--- config.mk ---
export PLATFORM = sky130hd
export DESIGN_NAME = ipr_top
export DESIGN_NICKNAME = d
export VERILOG_FILES = /design/src/include/ipr_pkg.sv /design/src/include/ipr_bank_if.sv /design/src/verilog/ipr_prio_bank.sv /design/src/verilog/ipr_pick.sv /design/src/verilog/ipr_top.sv
export SDC_FILE = /design/constraint.sdc
export NUM_CORES = 1
export LEC_CHECK = 0
export BUFFER_PORTS_ARGS = -buffer_cell sky130_fd_sc_hd__buf_2
export CORE_MARGIN = 2
export CORE_UTILIZATION = 55
export DETAILED_ROUTE_END_ITERATION = 6
export PLACE_DENSITY = 0.81
export SKIP_LAST_GASP = 1
export SYNTH_ARGS = -nofsm -noshare
export SYNTH_HDL_FRONTEND = slang
export SYNTH_HIERARCHICAL = 1
export SYNTH_SLANG_ARGS = --single-unit
--- constraint.sdc ---
create_clock -name clk_i -period 31.8 [get_ports clk_i]
set_clock_uncertainty 0.2 [all_clocks]
set_input_delay 6.36 -clock clk_i [delete_from_list [all_inputs] [get_ports clk_i]]
set_output_delay 6.36 -clock clk_i [all_outputs]
set_load 0.02 [all_outputs]
--- src/include/ipr_pkg.sv ---
// Package for the interrupt priority register group (sources 6 to 12).
// Assumes a 16-bit register port with a 3-bit register index.
package ipr_pkg;

    // Sizes of the register group
    localparam int unsigned IPR_NSRC = 16;
    localparam int unsigned IPR_NREG = 7;
    localparam int unsigned IPR_FW = 3;
    localparam int unsigned IPR_DW = 16;
    localparam int unsigned IPR_AW = 3;

    typedef logic [IPR_FW-1:0] ipr_prio_t;
    typedef logic [IPR_DW-1:0] ipr_word_t;
    typedef logic [IPR_AW-1:0] ipr_addr_t;
    typedef logic [3:0] ipr_src_t;

    // Register indices on the register port
    localparam ipr_addr_t IPR_OFF_TIMER4_COMPARE34 = 3'h0;
    localparam ipr_addr_t IPR_OFF_UART2_EXT2_TIMER5 = 3'h1;
    localparam ipr_addr_t IPR_OFF_SECOND_SPI = 3'h2;
    localparam ipr_addr_t IPR_OFF_CAPTURE345 = 3'h3;
    localparam ipr_addr_t IPR_OFF_COMPARE5 = 3'h4;
    localparam ipr_addr_t IPR_OFF_PARALLEL_PORT = 3'h5;
    localparam ipr_addr_t IPR_OFF_SECOND_I2C = 3'h6;

    // Implemented bits of each register; all others read zero
    localparam ipr_word_t IPR_MASK_TIMER4_COMPARE34 = 16'h7770;
    localparam ipr_word_t IPR_MASK_UART2_EXT2_TIMER5 = 16'h7777;
    localparam ipr_word_t IPR_MASK_SECOND_SPI = 16'h0077;
    localparam ipr_word_t IPR_MASK_CAPTURE345 = 16'h7770;
    localparam ipr_word_t IPR_MASK_COMPARE5 = 16'h0070;
    localparam ipr_word_t IPR_MASK_PARALLEL_PORT = 16'h0070;
    localparam ipr_word_t IPR_MASK_SECOND_I2C = 16'h0770;

    // Field value after reset: pattern 1,0,0 which is level 4
    localparam ipr_prio_t IPR_FIELD_RST = 3'h4;
    // Code that switches a source off
    localparam ipr_prio_t IPR_PRIO_OFF = 3'h0;

    // Source order: timer4, compare4, compare3, uart2 tx, uart2 rx,
    // ext irq2, timer5, spi2 event, spi2 fault, capture5, capture4,
    // capture3, compare5, parallel port, i2c2 master, i2c2 slave.
    // Register holding each source
    localparam int unsigned IPR_SRC_REG [IPR_NSRC] = '{
        0, 0, 0, 1, 1, 1, 1, 2, 2, 3, 3, 3, 4, 5, 6, 6};
    // Least significant bit of each source field
    localparam int unsigned IPR_SRC_LSB [IPR_NSRC] = '{
        12, 8, 4, 12, 8, 4, 0, 4, 0, 12, 8, 4, 4, 4, 8, 4};

    // Implemented-bit mask of a register index; zero when unmapped
    function automatic ipr_word_t ipr_mask(input ipr_addr_t idx);
        case (idx)
            IPR_OFF_TIMER4_COMPARE34: ipr_mask = IPR_MASK_TIMER4_COMPARE34;
            IPR_OFF_UART2_EXT2_TIMER5: ipr_mask = IPR_MASK_UART2_EXT2_TIMER5;
            IPR_OFF_SECOND_SPI: ipr_mask = IPR_MASK_SECOND_SPI;
            IPR_OFF_CAPTURE345: ipr_mask = IPR_MASK_CAPTURE345;
            IPR_OFF_COMPARE5: ipr_mask = IPR_MASK_COMPARE5;
            IPR_OFF_PARALLEL_PORT: ipr_mask = IPR_MASK_PARALLEL_PORT;
            IPR_OFF_SECOND_I2C: ipr_mask = IPR_MASK_SECOND_I2C;
            default: ipr_mask = 16'h0000;
        endcase
    endfunction

    // True when the index names one of the seven registers
    function automatic logic ipr_mapped(input ipr_addr_t idx);
        ipr_mapped = (ipr_mask(idx) != 16'h0000);
    endfunction

endpackage

--- src/include/ipr_bank_if.sv ---
// Interface between the register port logic and the field bank.
// Assumes one clock; all members are same-domain signals.
`timescale 1ns/1ps
`default_nettype none
interface ipr_bank_if
    import ipr_pkg::*;
#(
    parameter int unsigned NSRC = IPR_NSRC
) ();
    // Per-source write strobe and value to store
    logic [NSRC-1:0] wr;
    ipr_prio_t wval [NSRC];
    // Stored priority code of each source
    ipr_prio_t prio [NSRC];
    // Current request of each source, already gated by its priority
    logic [NSRC-1:0] req;

    modport owner (input wr, input wval, output prio);
    modport user (output wr, output wval, input prio);
    modport view (input prio, input req);
endinterface
`default_nettype wire

--- src/verilog/ipr_prio_bank.sv ---
// Bank of per-source priority fields, one 3-bit register each.
// Assumes write strobes arrive already decoded and masked.
`timescale 1ns/1ps
`default_nettype none
module ipr_prio_bank
    import ipr_pkg::*;
#(
    parameter int unsigned NSRC = IPR_NSRC
) (
    input wire logic clk_i,
    input wire logic rst_b_i,
    ipr_bank_if.owner bank
);

    ////////////////////////////////////////////////////////////////////
    // One field per source; reset puts every source at level 4
    genvar g;
    generate
        for (g = 0; g < NSRC; g++) begin : g_fld
            always_ff @(posedge clk_i) begin
                if (!rst_b_i) begin
                    bank.prio[g] <= IPR_FIELD_RST;
                end else if (bank.wr[g]) begin
                    bank.prio[g] <= bank.wval[g];
                end
            end
        end
    endgenerate

endmodule
`default_nettype wire

--- src/verilog/ipr_pick.sv ---
// Finds the highest priority among the gated source requests.
// Assumes requests are already cleared for disabled sources.
`timescale 1ns/1ps
`default_nettype none
module ipr_pick
    import ipr_pkg::*;
#(
    parameter int unsigned NSRC = IPR_NSRC
) (
    ipr_bank_if.view bank,
    output logic any_o,
    output ipr_prio_t level_o,
    output ipr_src_t src_o
);

    ////////////////////////////////////////////////////////////////////
    // Larger code wins; on a tie the lower source index is kept,
    // because only a strictly higher code replaces the holder.
    always_comb begin
        any_o = 1'b0;
        level_o = IPR_PRIO_OFF;
        src_o = 4'h0;
        for (int i = 0; i < NSRC; i++) begin
            if (bank.req[i] && (!any_o || bank.prio[i] > level_o)) begin
                any_o = 1'b1;
                level_o = bank.prio[i];
                src_o = ipr_src_t'(i);
            end
        end
    end

endmodule
`default_nettype wire

--- src/verilog/ipr_top.sv ---
// Interrupt priority registers for sources of groups 6 to 12.
// Assumes a simple register port on the system clock and source
// flags produced by same-clock peripheral logic.
//
// Summary of operation
// - Field code 111 gives the source level 7, the highest level.
// - Codes 001 to 111 map to levels 1 to 7 in rising order.
// - Field code 000 disables the source; it never raises a request.
// - Every unimplemented bit reads back as zero.
// - Reset loads each field with bits one, zero, zero.
// - Fields are read and written; a read returns the last write.
// - Register 0: timer4 14-12, compare4 10-8, compare3 6-4.
// - Register 1: uart2 tx 14-12, rx 10-8, ext irq2 6-4, timer5 2-0.
// - Register 2: spi2 event 6-4, spi2 fault 2-0, bits 15-7 unused.
// - Register 3: capture5 14-12, capture4 10-8, capture3 6-4.
// - Register 4: only compare5 at bits 6-4 is implemented.
// - Register 5: only the parallel port field at bits 6-4.
// - Register 6: i2c2 master 10-8, slave 6-4, bits 15-11 unused.
// - After reset every source of these fields sits at level 4.
`timescale 1ns/1ps
`default_nettype none
module ipr_top
    import ipr_pkg::*;
#(
    parameter int unsigned NSRC = IPR_NSRC
) (
    input wire logic clk_i,
    input wire logic rst_b_i,
    input wire ipr_addr_t addr_i,
    input wire ipr_word_t wdata_i,
    input wire logic wr_i,
    input wire logic rd_i,
    output ipr_word_t rdata_o,
    output logic bad_addr_o,
    input wire logic [NSRC-1:0] src_flag_i,
    output logic [NSRC-1:0] src_req_o,
    output logic [NSRC*IPR_FW-1:0] prio_o,
    output logic req_any_o,
    output ipr_prio_t req_level_o,
    output ipr_src_t req_src_o
);

    ////////////////////////////////////////////////////////////////////
    // Internal signals

    ipr_bank_if #(.NSRC(NSRC)) bank ();

    // Write data with unimplemented bits forced low
    ipr_word_t wmask_w;
    // Word assembled for the register being read
    ipr_word_t rword_w;
    // Strobe targets a register index that does not exist
    logic bad_w;
    // Highest pending request found by the picker
    logic pick_any_w;
    ipr_prio_t pick_level_w;
    ipr_src_t pick_src_w;

    // Registered copies that drive the outputs
    ipr_word_t rdata_r;
    logic bad_addr_r;
    logic [NSRC-1:0] src_req_r;
    logic req_any_r;
    ipr_prio_t req_level_r;
    ipr_src_t req_src_r;

    ////////////////////////////////////////////////////////////////////
    // Write path

    // Mask the write word first, so a stray one in an unused bit
    // can never reach a field even if the table below is changed.
    always_comb begin
        wmask_w = wdata_i & ipr_mask(addr_i);
    end

    // Each source takes the write only when its own register is
    // addressed; the slice position comes from the placement table.
    genvar g;
    generate
        for (g = 0; g < NSRC; g++) begin : g_wr
            // Field placement per register
            assign bank.wr[g] = wr_i
                && (addr_i == ipr_addr_t'(IPR_SRC_REG[g]));
            assign bank.wval[g] =
                wmask_w[IPR_SRC_LSB[g] +: IPR_FW];
        end
    endgenerate

    // Field storage, one register per source
    ipr_prio_bank #(
        .NSRC(NSRC)
    ) u_bank (
        .clk_i(clk_i),
        .rst_b_i(rst_b_i),
        .bank(bank.owner)
    );

    ////////////////////////////////////////////////////////////////////
    // Read path

    // Collect the fields of the addressed register into one word.
    // Bits not claimed by any field stay zero, and the mask is
    // applied again as a guard for unmapped indices.
    always_comb begin
        rword_w = 16'h0000;
        for (int i = 0; i < NSRC; i++) begin
            if (addr_i == ipr_addr_t'(IPR_SRC_REG[i])) begin
                rword_w[IPR_SRC_LSB[i] +: IPR_FW] = bank.prio[i];
            end
        end
        rword_w = rword_w & ipr_mask(addr_i);
    end

    // Read data stands only in the cycle after the read strobe and
    // is zero otherwise; an unmapped index answers zero.
    always_ff @(posedge clk_i) begin
        if (!rst_b_i) begin
            rdata_r <= 16'h0000;
        end else if (rd_i) begin
            rdata_r <= rword_w;
        end else begin
            rdata_r <= 16'h0000;
        end
    end

    ////////////////////////////////////////////////////////////////////
    // Unmapped access report

    // Any strobe at index 7 is refused: a write stores nothing and a
    // read returns zero. The flag pulses for one cycle so that a
    // bus monitor can count stray accesses.
    always_comb begin
        bad_w = (wr_i || rd_i) && !ipr_mapped(addr_i);
    end

    always_ff @(posedge clk_i) begin
        if (!rst_b_i) begin
            bad_addr_r <= 1'b0;
        end else begin
            bad_addr_r <= bad_w;
        end
    end

    ////////////////////////////////////////////////////////////////////
    // Request gating

    // A source asks the arbiter only when its flag is up and its
    // priority code is not zero. The flags come from logic on this
    // clock, so they are used without synchronisers.
    generate
        for (g = 0; g < NSRC; g++) begin : g_req
            assign bank.req[g] = src_flag_i[g]
                && (bank.prio[g] != IPR_PRIO_OFF);
        end
    endgenerate

    // Registered gated requests; costs one cycle of latency but
    // keeps the long compare chain of the picker off the outputs.
    always_ff @(posedge clk_i) begin
        if (!rst_b_i) begin
            src_req_r <= '0;
        end else begin
            src_req_r <= bank.req;
        end
    end

    ////////////////////////////////////////////////////////////////////
    // Highest pending level

    // Level equals the stored code, so comparing codes as unsigned
    // numbers orders the sources from level 1 up to level 7.
    ipr_pick #(
        .NSRC(NSRC)
    ) u_pick (
        .bank(bank.view),
        .any_o(pick_any_w),
        .level_o(pick_level_w),
        .src_o(pick_src_w)
    );

    // Winner is held in flops; level and index read zero when idle.
    always_ff @(posedge clk_i) begin
        if (!rst_b_i) begin
            req_any_r <= 1'b0;
            req_level_r <= IPR_PRIO_OFF;
            req_src_r <= 4'h0;
        end else begin
            req_any_r <= pick_any_w;
            req_level_r <= pick_level_w;
            req_src_r <= pick_src_w;
        end
    end

    ////////////////////////////////////////////////////////////////////
    // Outputs

    // Stored fields go out flat, source 0 in the lowest three bits;
    // they come straight from the bank flops.
    generate
        for (g = 0; g < NSRC; g++) begin : g_out
            assign prio_o[g*IPR_FW +: IPR_FW] = bank.prio[g];
        end
    endgenerate

    assign rdata_o = rdata_r;
    assign bad_addr_o = bad_addr_r;
    assign src_req_o = src_req_r;
    assign req_any_o = req_any_r;
    assign req_level_o = req_level_r;
    assign req_src_o = req_src_r;

endmodule
`default_nettype wire

# Word level (Yosys, flattened, before mapping)
# Cells that the tools add are included.
# totals
register_bits	89
out_inout_bits	89
elab_cells	201
# op_classes
order_cmp	15
eq_ne	6
n_mux	64
n_bitwise	2
reduce_logical	92
# ops
op	count
$mux W3	36
$pmux W15 S5	1
$reduce_bool A3 Y1	16
$gt A3 B3 Y1	15
$logic_and A1 B1 Y1	39
$mux W4	8
$mux W1	17
$and A15 B16 Y16	1
$logic_not A1 Y1	16
$logic_or A1 B1 Y1	16
$reduce_bool A16 Y1	1
$and A15 B15 Y15	1
$eq A3 B3 Y1 const B	3
$eq A3 B2 Y1 const B	2
$mux W2	2
$reduce_or A2 Y1	2
$eq A3 B1 Y1 const B	1
$logic_not A3 Y1	1
$reduce_and A2 Y1	1

# Longest topological paths before layout
# depth
ltp_word	63
mapped_depth	122
mapped_depth_nobuf	120

# Modules after synthesis
# The synthesis kept the hierarchy.
# modules_own_cells
mod	n_inst	cells_per_inst	area_per_inst_um2
ipr_pick	1	326	2262.2
ipr_prio_bank	1	149	1775.5
ipr_top	1	192	1765.4

# Worst setup path before layout
# Ideal clock, no wire load.
# synth_path
path_kind	input to register
from	input src_flag_i[0]
to	register req_level_r[1], in the netlist req_level_o[1]
setup_time_ns	0.115
arrival_time_ns	26.629
required_ns	31.485
slack_ns	4.856
cell_stages	109
cell_sequence	o31a_1 buf_4 nand2_1 ha_1 and3b_1 or2_4 a31oi_2 nor2_1 ha_1 a21oi_1 a21oi_1 o21a_1 o31ai_2 ha_1 a21oi_1 a21oi_1 o21ai_1 mux2_2 [73 not listed] nor2_1 ha_1 inv_1 a21o_1 a21oi_1 a31oi_1 o21a_1 clkbuf_1 and2_1 a21oi_1 ha_1 a21o_1 a21oi_1 a31oi_1 o21ai_1 mux2_1 a31o_1 and2_1
# synth_between
elab_chain_len	62
word_cells_on_any_way	92
# synth_lines
element	line_no	rtl
start: declaration	ipr_top.sv:35	input wire logic [NSRC-1:0] src_flag_i,
$logic_and A1 B1 Y1 *	ipr_top.sv:153	&& (bank.prio[g] != IPR_PRIO_OFF);
$mux W3 / $mux W1 (equally long branches)	ipr_pick.sv:24	if (bank.req[i] && (!any_o || bank.prio[i] > level_o)) begin
$gt A3 B3 Y1 / $logic_not A1 Y1 (equally long branches)	ipr_pick.sv:24	
$logic_or A1 B1 Y1	ipr_pick.sv:24	
$logic_and A1 B1 Y1	ipr_pick.sv:24	
$mux W3 / $mux W1 (equally long branches)	ipr_pick.sv:24	
$gt A3 B3 Y1 / $logic_not A1 Y1 (equally long branches)	ipr_pick.sv:24	
$logic_or A1 B1 Y1	ipr_pick.sv:24	
[47 not listed]	--	
$logic_or A1 B1 Y1	ipr_pick.sv:24	
$logic_and A1 B1 Y1	ipr_pick.sv:24	
$mux W3 / $mux W1 (equally long branches)	ipr_pick.sv:24	
$gt A3 B3 Y1 / $logic_not A1 Y1 (equally long branches)	ipr_pick.sv:24	
$logic_or A1 B1 Y1	ipr_pick.sv:24	
$logic_and A1 B1 Y1	ipr_pick.sv:24	
$mux W3 *	ipr_pick.sv:24	
net pick_level_w[1]	ipr_top.sv:56	ipr_prio_t pick_level_w;
end signal: assignment	ipr_top.sv:189	req_level_r <= pick_level_w;
end: declaration	ipr_top.sv:64	ipr_prio_t req_level_r;
# The timed path passes the listed nets; every way through them passes the cells marked *.
# A chain may end at the register's enable or synchronous reset.

# Worst setup path after layout
# layout_path
from	input src_flag_i[0]
to	register req_level_r[1], in the netlist req_level_o[1]
# layout_between
elab_chain_len	62
word_cells_on_any_way	92
# layout_lines
element	line_no	rtl
$logic_and A1 B1 Y1 *	ipr_top.sv:153	
net bank.req[0]	ipr_bank_if.sv:16	logic [NSRC-1:0] req;
$mux W3 / $mux W1 (equally long branches)	ipr_pick.sv:24	
$gt A3 B3 Y1 / $logic_not A1 Y1 (equally long branches)	ipr_pick.sv:24	
$logic_or A1 B1 Y1	ipr_pick.sv:24	
$logic_and A1 B1 Y1	ipr_pick.sv:24	
$mux W3 / $mux W1 (equally long branches)	ipr_pick.sv:24	
$gt A3 B3 Y1 / $logic_not A1 Y1 (equally long branches)	ipr_pick.sv:24	
[48 not listed]	--	
$logic_or A1 B1 Y1	ipr_pick.sv:24	
$logic_and A1 B1 Y1	ipr_pick.sv:24	
$mux W3 / $mux W1 (equally long branches)	ipr_pick.sv:24	
$gt A3 B3 Y1 / $logic_not A1 Y1 (equally long branches)	ipr_pick.sv:24	
$logic_or A1 B1 Y1	ipr_pick.sv:24	
$logic_and A1 B1 Y1	ipr_pick.sv:24	
$mux W3 *	ipr_pick.sv:24	
net pick_level_w[1]	ipr_top.sv:56	
# Marks and branches as above.

==> summary.md <==
| Metric | Value |
|---|---|
| Outcome | `finished, final reports clean` |
| Sequential-to-total area share from yosys stat | `29.32%` |
| Routed vias/inst | `6.004` |
| Post-synthesis adder-cell area fraction | `8.560%` |
| Critical path peak fanout | `14` |
| Mean Syn Cell Area | `8.700 µm²` |
| Post-layout net count | `855` |
| # fillers | `864` |
| Total iterations of the first detailed-routing run | `6` |
| Slew Limit Fails | `0` |
| Largest family of logic cells by synthesized area | `simple AND/OR/NAND/NOR gates` |
| Htree depth | `3` |
| CP max stage delay | `560 ps` |
| First-pass GRT wire length | `24730 µm` |
| Clock sink count | `85` |
| Avg WL per Cell | `17.24 µm` |
| Prevailing post-synth register cell | `dfxtp_1` |
| Hold path start | `u_bank/bank.prio[0]$_SDFFE_PN0P_` |
| Root buf cell | `clkbuf_8` |
| Area Growth Syn to Fin | `13.82%` |
| Total I/O pin count | `128` |
| Most frequent CP cell | `a21oi_1` |
| Crit end category | `flip-flop` |
| Share of cells above drive strength 1 | `22.22%` |
| Routed via count | `5518` |
| Die Span Y | `106.7 µm` |
| Routability cong. | `0.9156` |
| Total Power | `0.0004464 W` |
| Setup CP Type | `input port to flip-flop` |
| FFs w/ async S/R, synth | `0%` |
| Synth cell types | `85` |
| Peak Freq | `0.03328 GHz` |
| TritonCTS clock tree | `done` |
| Share of synthesized area spent on multiplexers | `11.97%` |
| Total Routing Usage GR | `27.28%` |
| Worst endpoint required time | `31860 ps` |
| Setup Viol. Count Final | `0` |
| Synth Instances | `667` |
| Tcrit/Tclk final | `94.49%` |
| Die Area | `11390 µm²` |
| HP Class | `flip-flop to flip-flop` |
| Total clock buffers created by CTS | `9` |
| Setup tns final | `0 ps` |
| Lkg Pwr | `2.815 nW` |
| Critical path's slowest cell | `a2bb2oi_1` |
| Drt drc | `0` |
| Clk buf depth | `2` |
| Reg-to-reg slack, setup | `7350 ps` |
| Critical R2R Capture | `req_level_o[1]$_SDFF_PN0_` |
| Reg2reg path depth | `110` |
| Crit path DAT | `30110 ps` |
| Commonest non-fill, non-tap cells in the layout | `119 x buf_2, 85 x dfxtp_1, 57 x mux2i_1` |
| R2R Path Start | `u_bank/bank.prio[46]$_SDFFE_PN0P_` |
| Total gr overflow | `0` |
| PD cells | `67.59 nW/µm²` |
| Worst-margin pin slew | `1177 ps` |
| Antenna violations before repair | `0` |
| Antenna Nets Post-Route | `0` |
| Port-buffer cells | `119` |
| Synth Area in XOR/XNOR | `0.1509%` |
| Resize count post-CTS | `0` |
| EDFF count, synth | `0` |
| Setup repair bufs after CTS | `0` |
| Placeable Area | `10280 µm²` |
| Synth Area in Compound Gates | `21.80%` |
| Worst hold stages | `2` |
| Hold_buf cts | `0` |
| Max rail drop VDD | `0.03530 mV` |
| Final-report hold violation count | `0` |
| Initial DRC Count | `388` |
| # rows | `37` |
| Synthesized flop and latch total | `85` |
| DRT Wirelength | `15840 µm` |
| Antenna diodes | `0` |
| Initial Utilization | `56.46%` |
| Most common cell after layout, fill and taps aside | `buf_2` |
| Largest net degree at the start of global routing | `77` |
| Simple-gate area share of the yosys netlist | `23.16%` |
| Final HPWL from detailed placement | `11810 µm` |
| Worst-path clk slew | `90 ps` |
| RSZ-0062 raised after global routing | `false` |
| Max Cap Violations | `0` |
| Minimum clock period | `30050 ps` |
| Die W | `106.7 µm` |
| Worst-Skew Late Latency | `370 ps` |
| Area of the mapped netlist | `5803 µm²` |
| Startpoint Class | `input port` |
| Synth warnings | `6` |
| Worst rel slew slack | `21.56%` |
| Vias in the first global route | `4992` |
| Hold EP | `u_bank/bank.prio[0]$_SDFFE_PN0P_` |
[cell usage after synthesis (7+ instances only)]
cell type / count / area share, %
nand3_1: 11 / 0.95
nor2_1: 42 / 2.7
a31oi_1: 7 / 0.75
mux2i_1: 57 / 9.8
dfxtp_1: 85 / 29
and2_1: 38 / 4.1
nand2_1: 55 / 3.6
o21ai_1: 9 / 0.78
inv_1: 31 / 2.0
nand3b_1: 10 / 1.3
nor3_1: 8 / 0.69
o31a_1: 16 / 2.4
a21oi_1: 35 / 3.0
a22oi_1: 12 / 1.6
o21ai_0: 24 / 2.1
and3_1: 10 / 1.1
ha_1: 38 / 8.2
mux2_2: 10 / 1.9
o21a_1: 11 / 1.4
nor2b_1: 37 / 4.0
nand2b_1: 7 / 0.75
buf_4: 9 / 1.2
[report_power, final]
| part | leakage (nW) | switching, W | total (W) | internal, W |
|---|---|---|---|---|
| clock network | 0.0858 | 0.0000407 | 0.0000692 | 0.0000285 |
| logic | 2.03 | 0.000149 | 0.000261 | 0.000111 |
| registers | 0.694 | 0.00000347 | 0.000117 | 0.000113 |
[worst max path at each step]
stage | startpoint | end | slack [ps] | cells past startpoint
floorplan | src_flag_i[0] | req_level_o[1]$_SDFF_PN0_ | 4860 | 109
global placement | src_flag_i[0] | req_level_o[1]$_SDFF_PN0_ | 2610 | 108
detailed placement | src_flag_i[0] | req_level_o[1]$_SDFF_PN0_ | 1830 | 110
CTS | src_flag_i[0] | req_level_o[1]$_SDFF_PN0_ | 2110 | 110
global route | src_flag_i[0] | req_level_o[1]$_SDFF_PN0_ | 180 | 111
finish | src_flag_i[0] | req_level_o[1]$_SDFF_PN0_ | 1750 | 111
[metal layers]
metal	wire length [µm]	share of wire, %	vias to the layer above	GRT usage [%]
met1	6839	43	2584	35.75
met4	496	3.1	0	13.54
met2	7340	46	261	44.18
li1	-	-	2630	-
met3	1162	7.3	43	3.526
met5	0	0	-	0
[critical path: cells and delay by family]
family / cells / cell delay, ps
AO/OA/AOI/OAI: 62 / 13500
adder cells (fa/ha/maj): 16 / 4640
AND/OR/NAND/NOR: 24 / 3880
multiplexers: 4 / 1390
buffers and inverters: 5 / 330
[state kept, by name (all words and copies together) (netlist names)]
signal            cells
rdata_o              12
req_level_o           3
u_bank/bank.prio     48
req_any_o             1
src_req_o            16
bad_addr_o            1
req_src_o             4
[stage by stage]
| stage | hold slack [ps] | worst slack, ps | instance area (µm²) | util (%) | std cells |
|---|---|---|---|---|---|
| after CTS | 391.2 | 2114 | 6601 | 64.23 | 919 |
| after detailed placement | 367.1 | 1828 | 6430 | 62.56 | 903 |
| after global placement | 355.5 | 2615 | 6430 | 62.56 | 903 |
| final | 391.2 | 1754 | 6605 | 64.27 | 919 |
| after floorplan | 422.9 | 4856 | 5814 | - | 670 |
| after global routing | 397.8 | 177.7 | 6605 | 64.27 | 919 |
[cells by family (layout without fill, tap and decap cells)]
family	count (synthesis)	after routing
AND/OR/NAND/NOR	242	242
AO/OA/AOI/OAI	173	173
flip-flops	85	85
multiplexers	68	68
buffers and inverters	57	170
adder cells (fa/ha/maj)	40	40
other	1	4
XOR/XNOR	1	1
[cell type report]
| cell class | count | area, µm² | area share [%] |
|---|---|---|---|
| multi-input cells | 528 | 3827 | 57.95 |
| flip-flops and latches | 85 | 1702 | 25.76 |
| repair buffers | 121 | 610.6 | 9.244 |
| well taps | 136 | 170.2 | 2.576 |
| clock buffers | 9 | 123.9 | 1.875 |
| inverters | 33 | 123.9 | 1.875 |
| clock inverters | 7 | 47.55 | 0.7198 |
No activity file was read; power rests on OpenSTA's default activity.
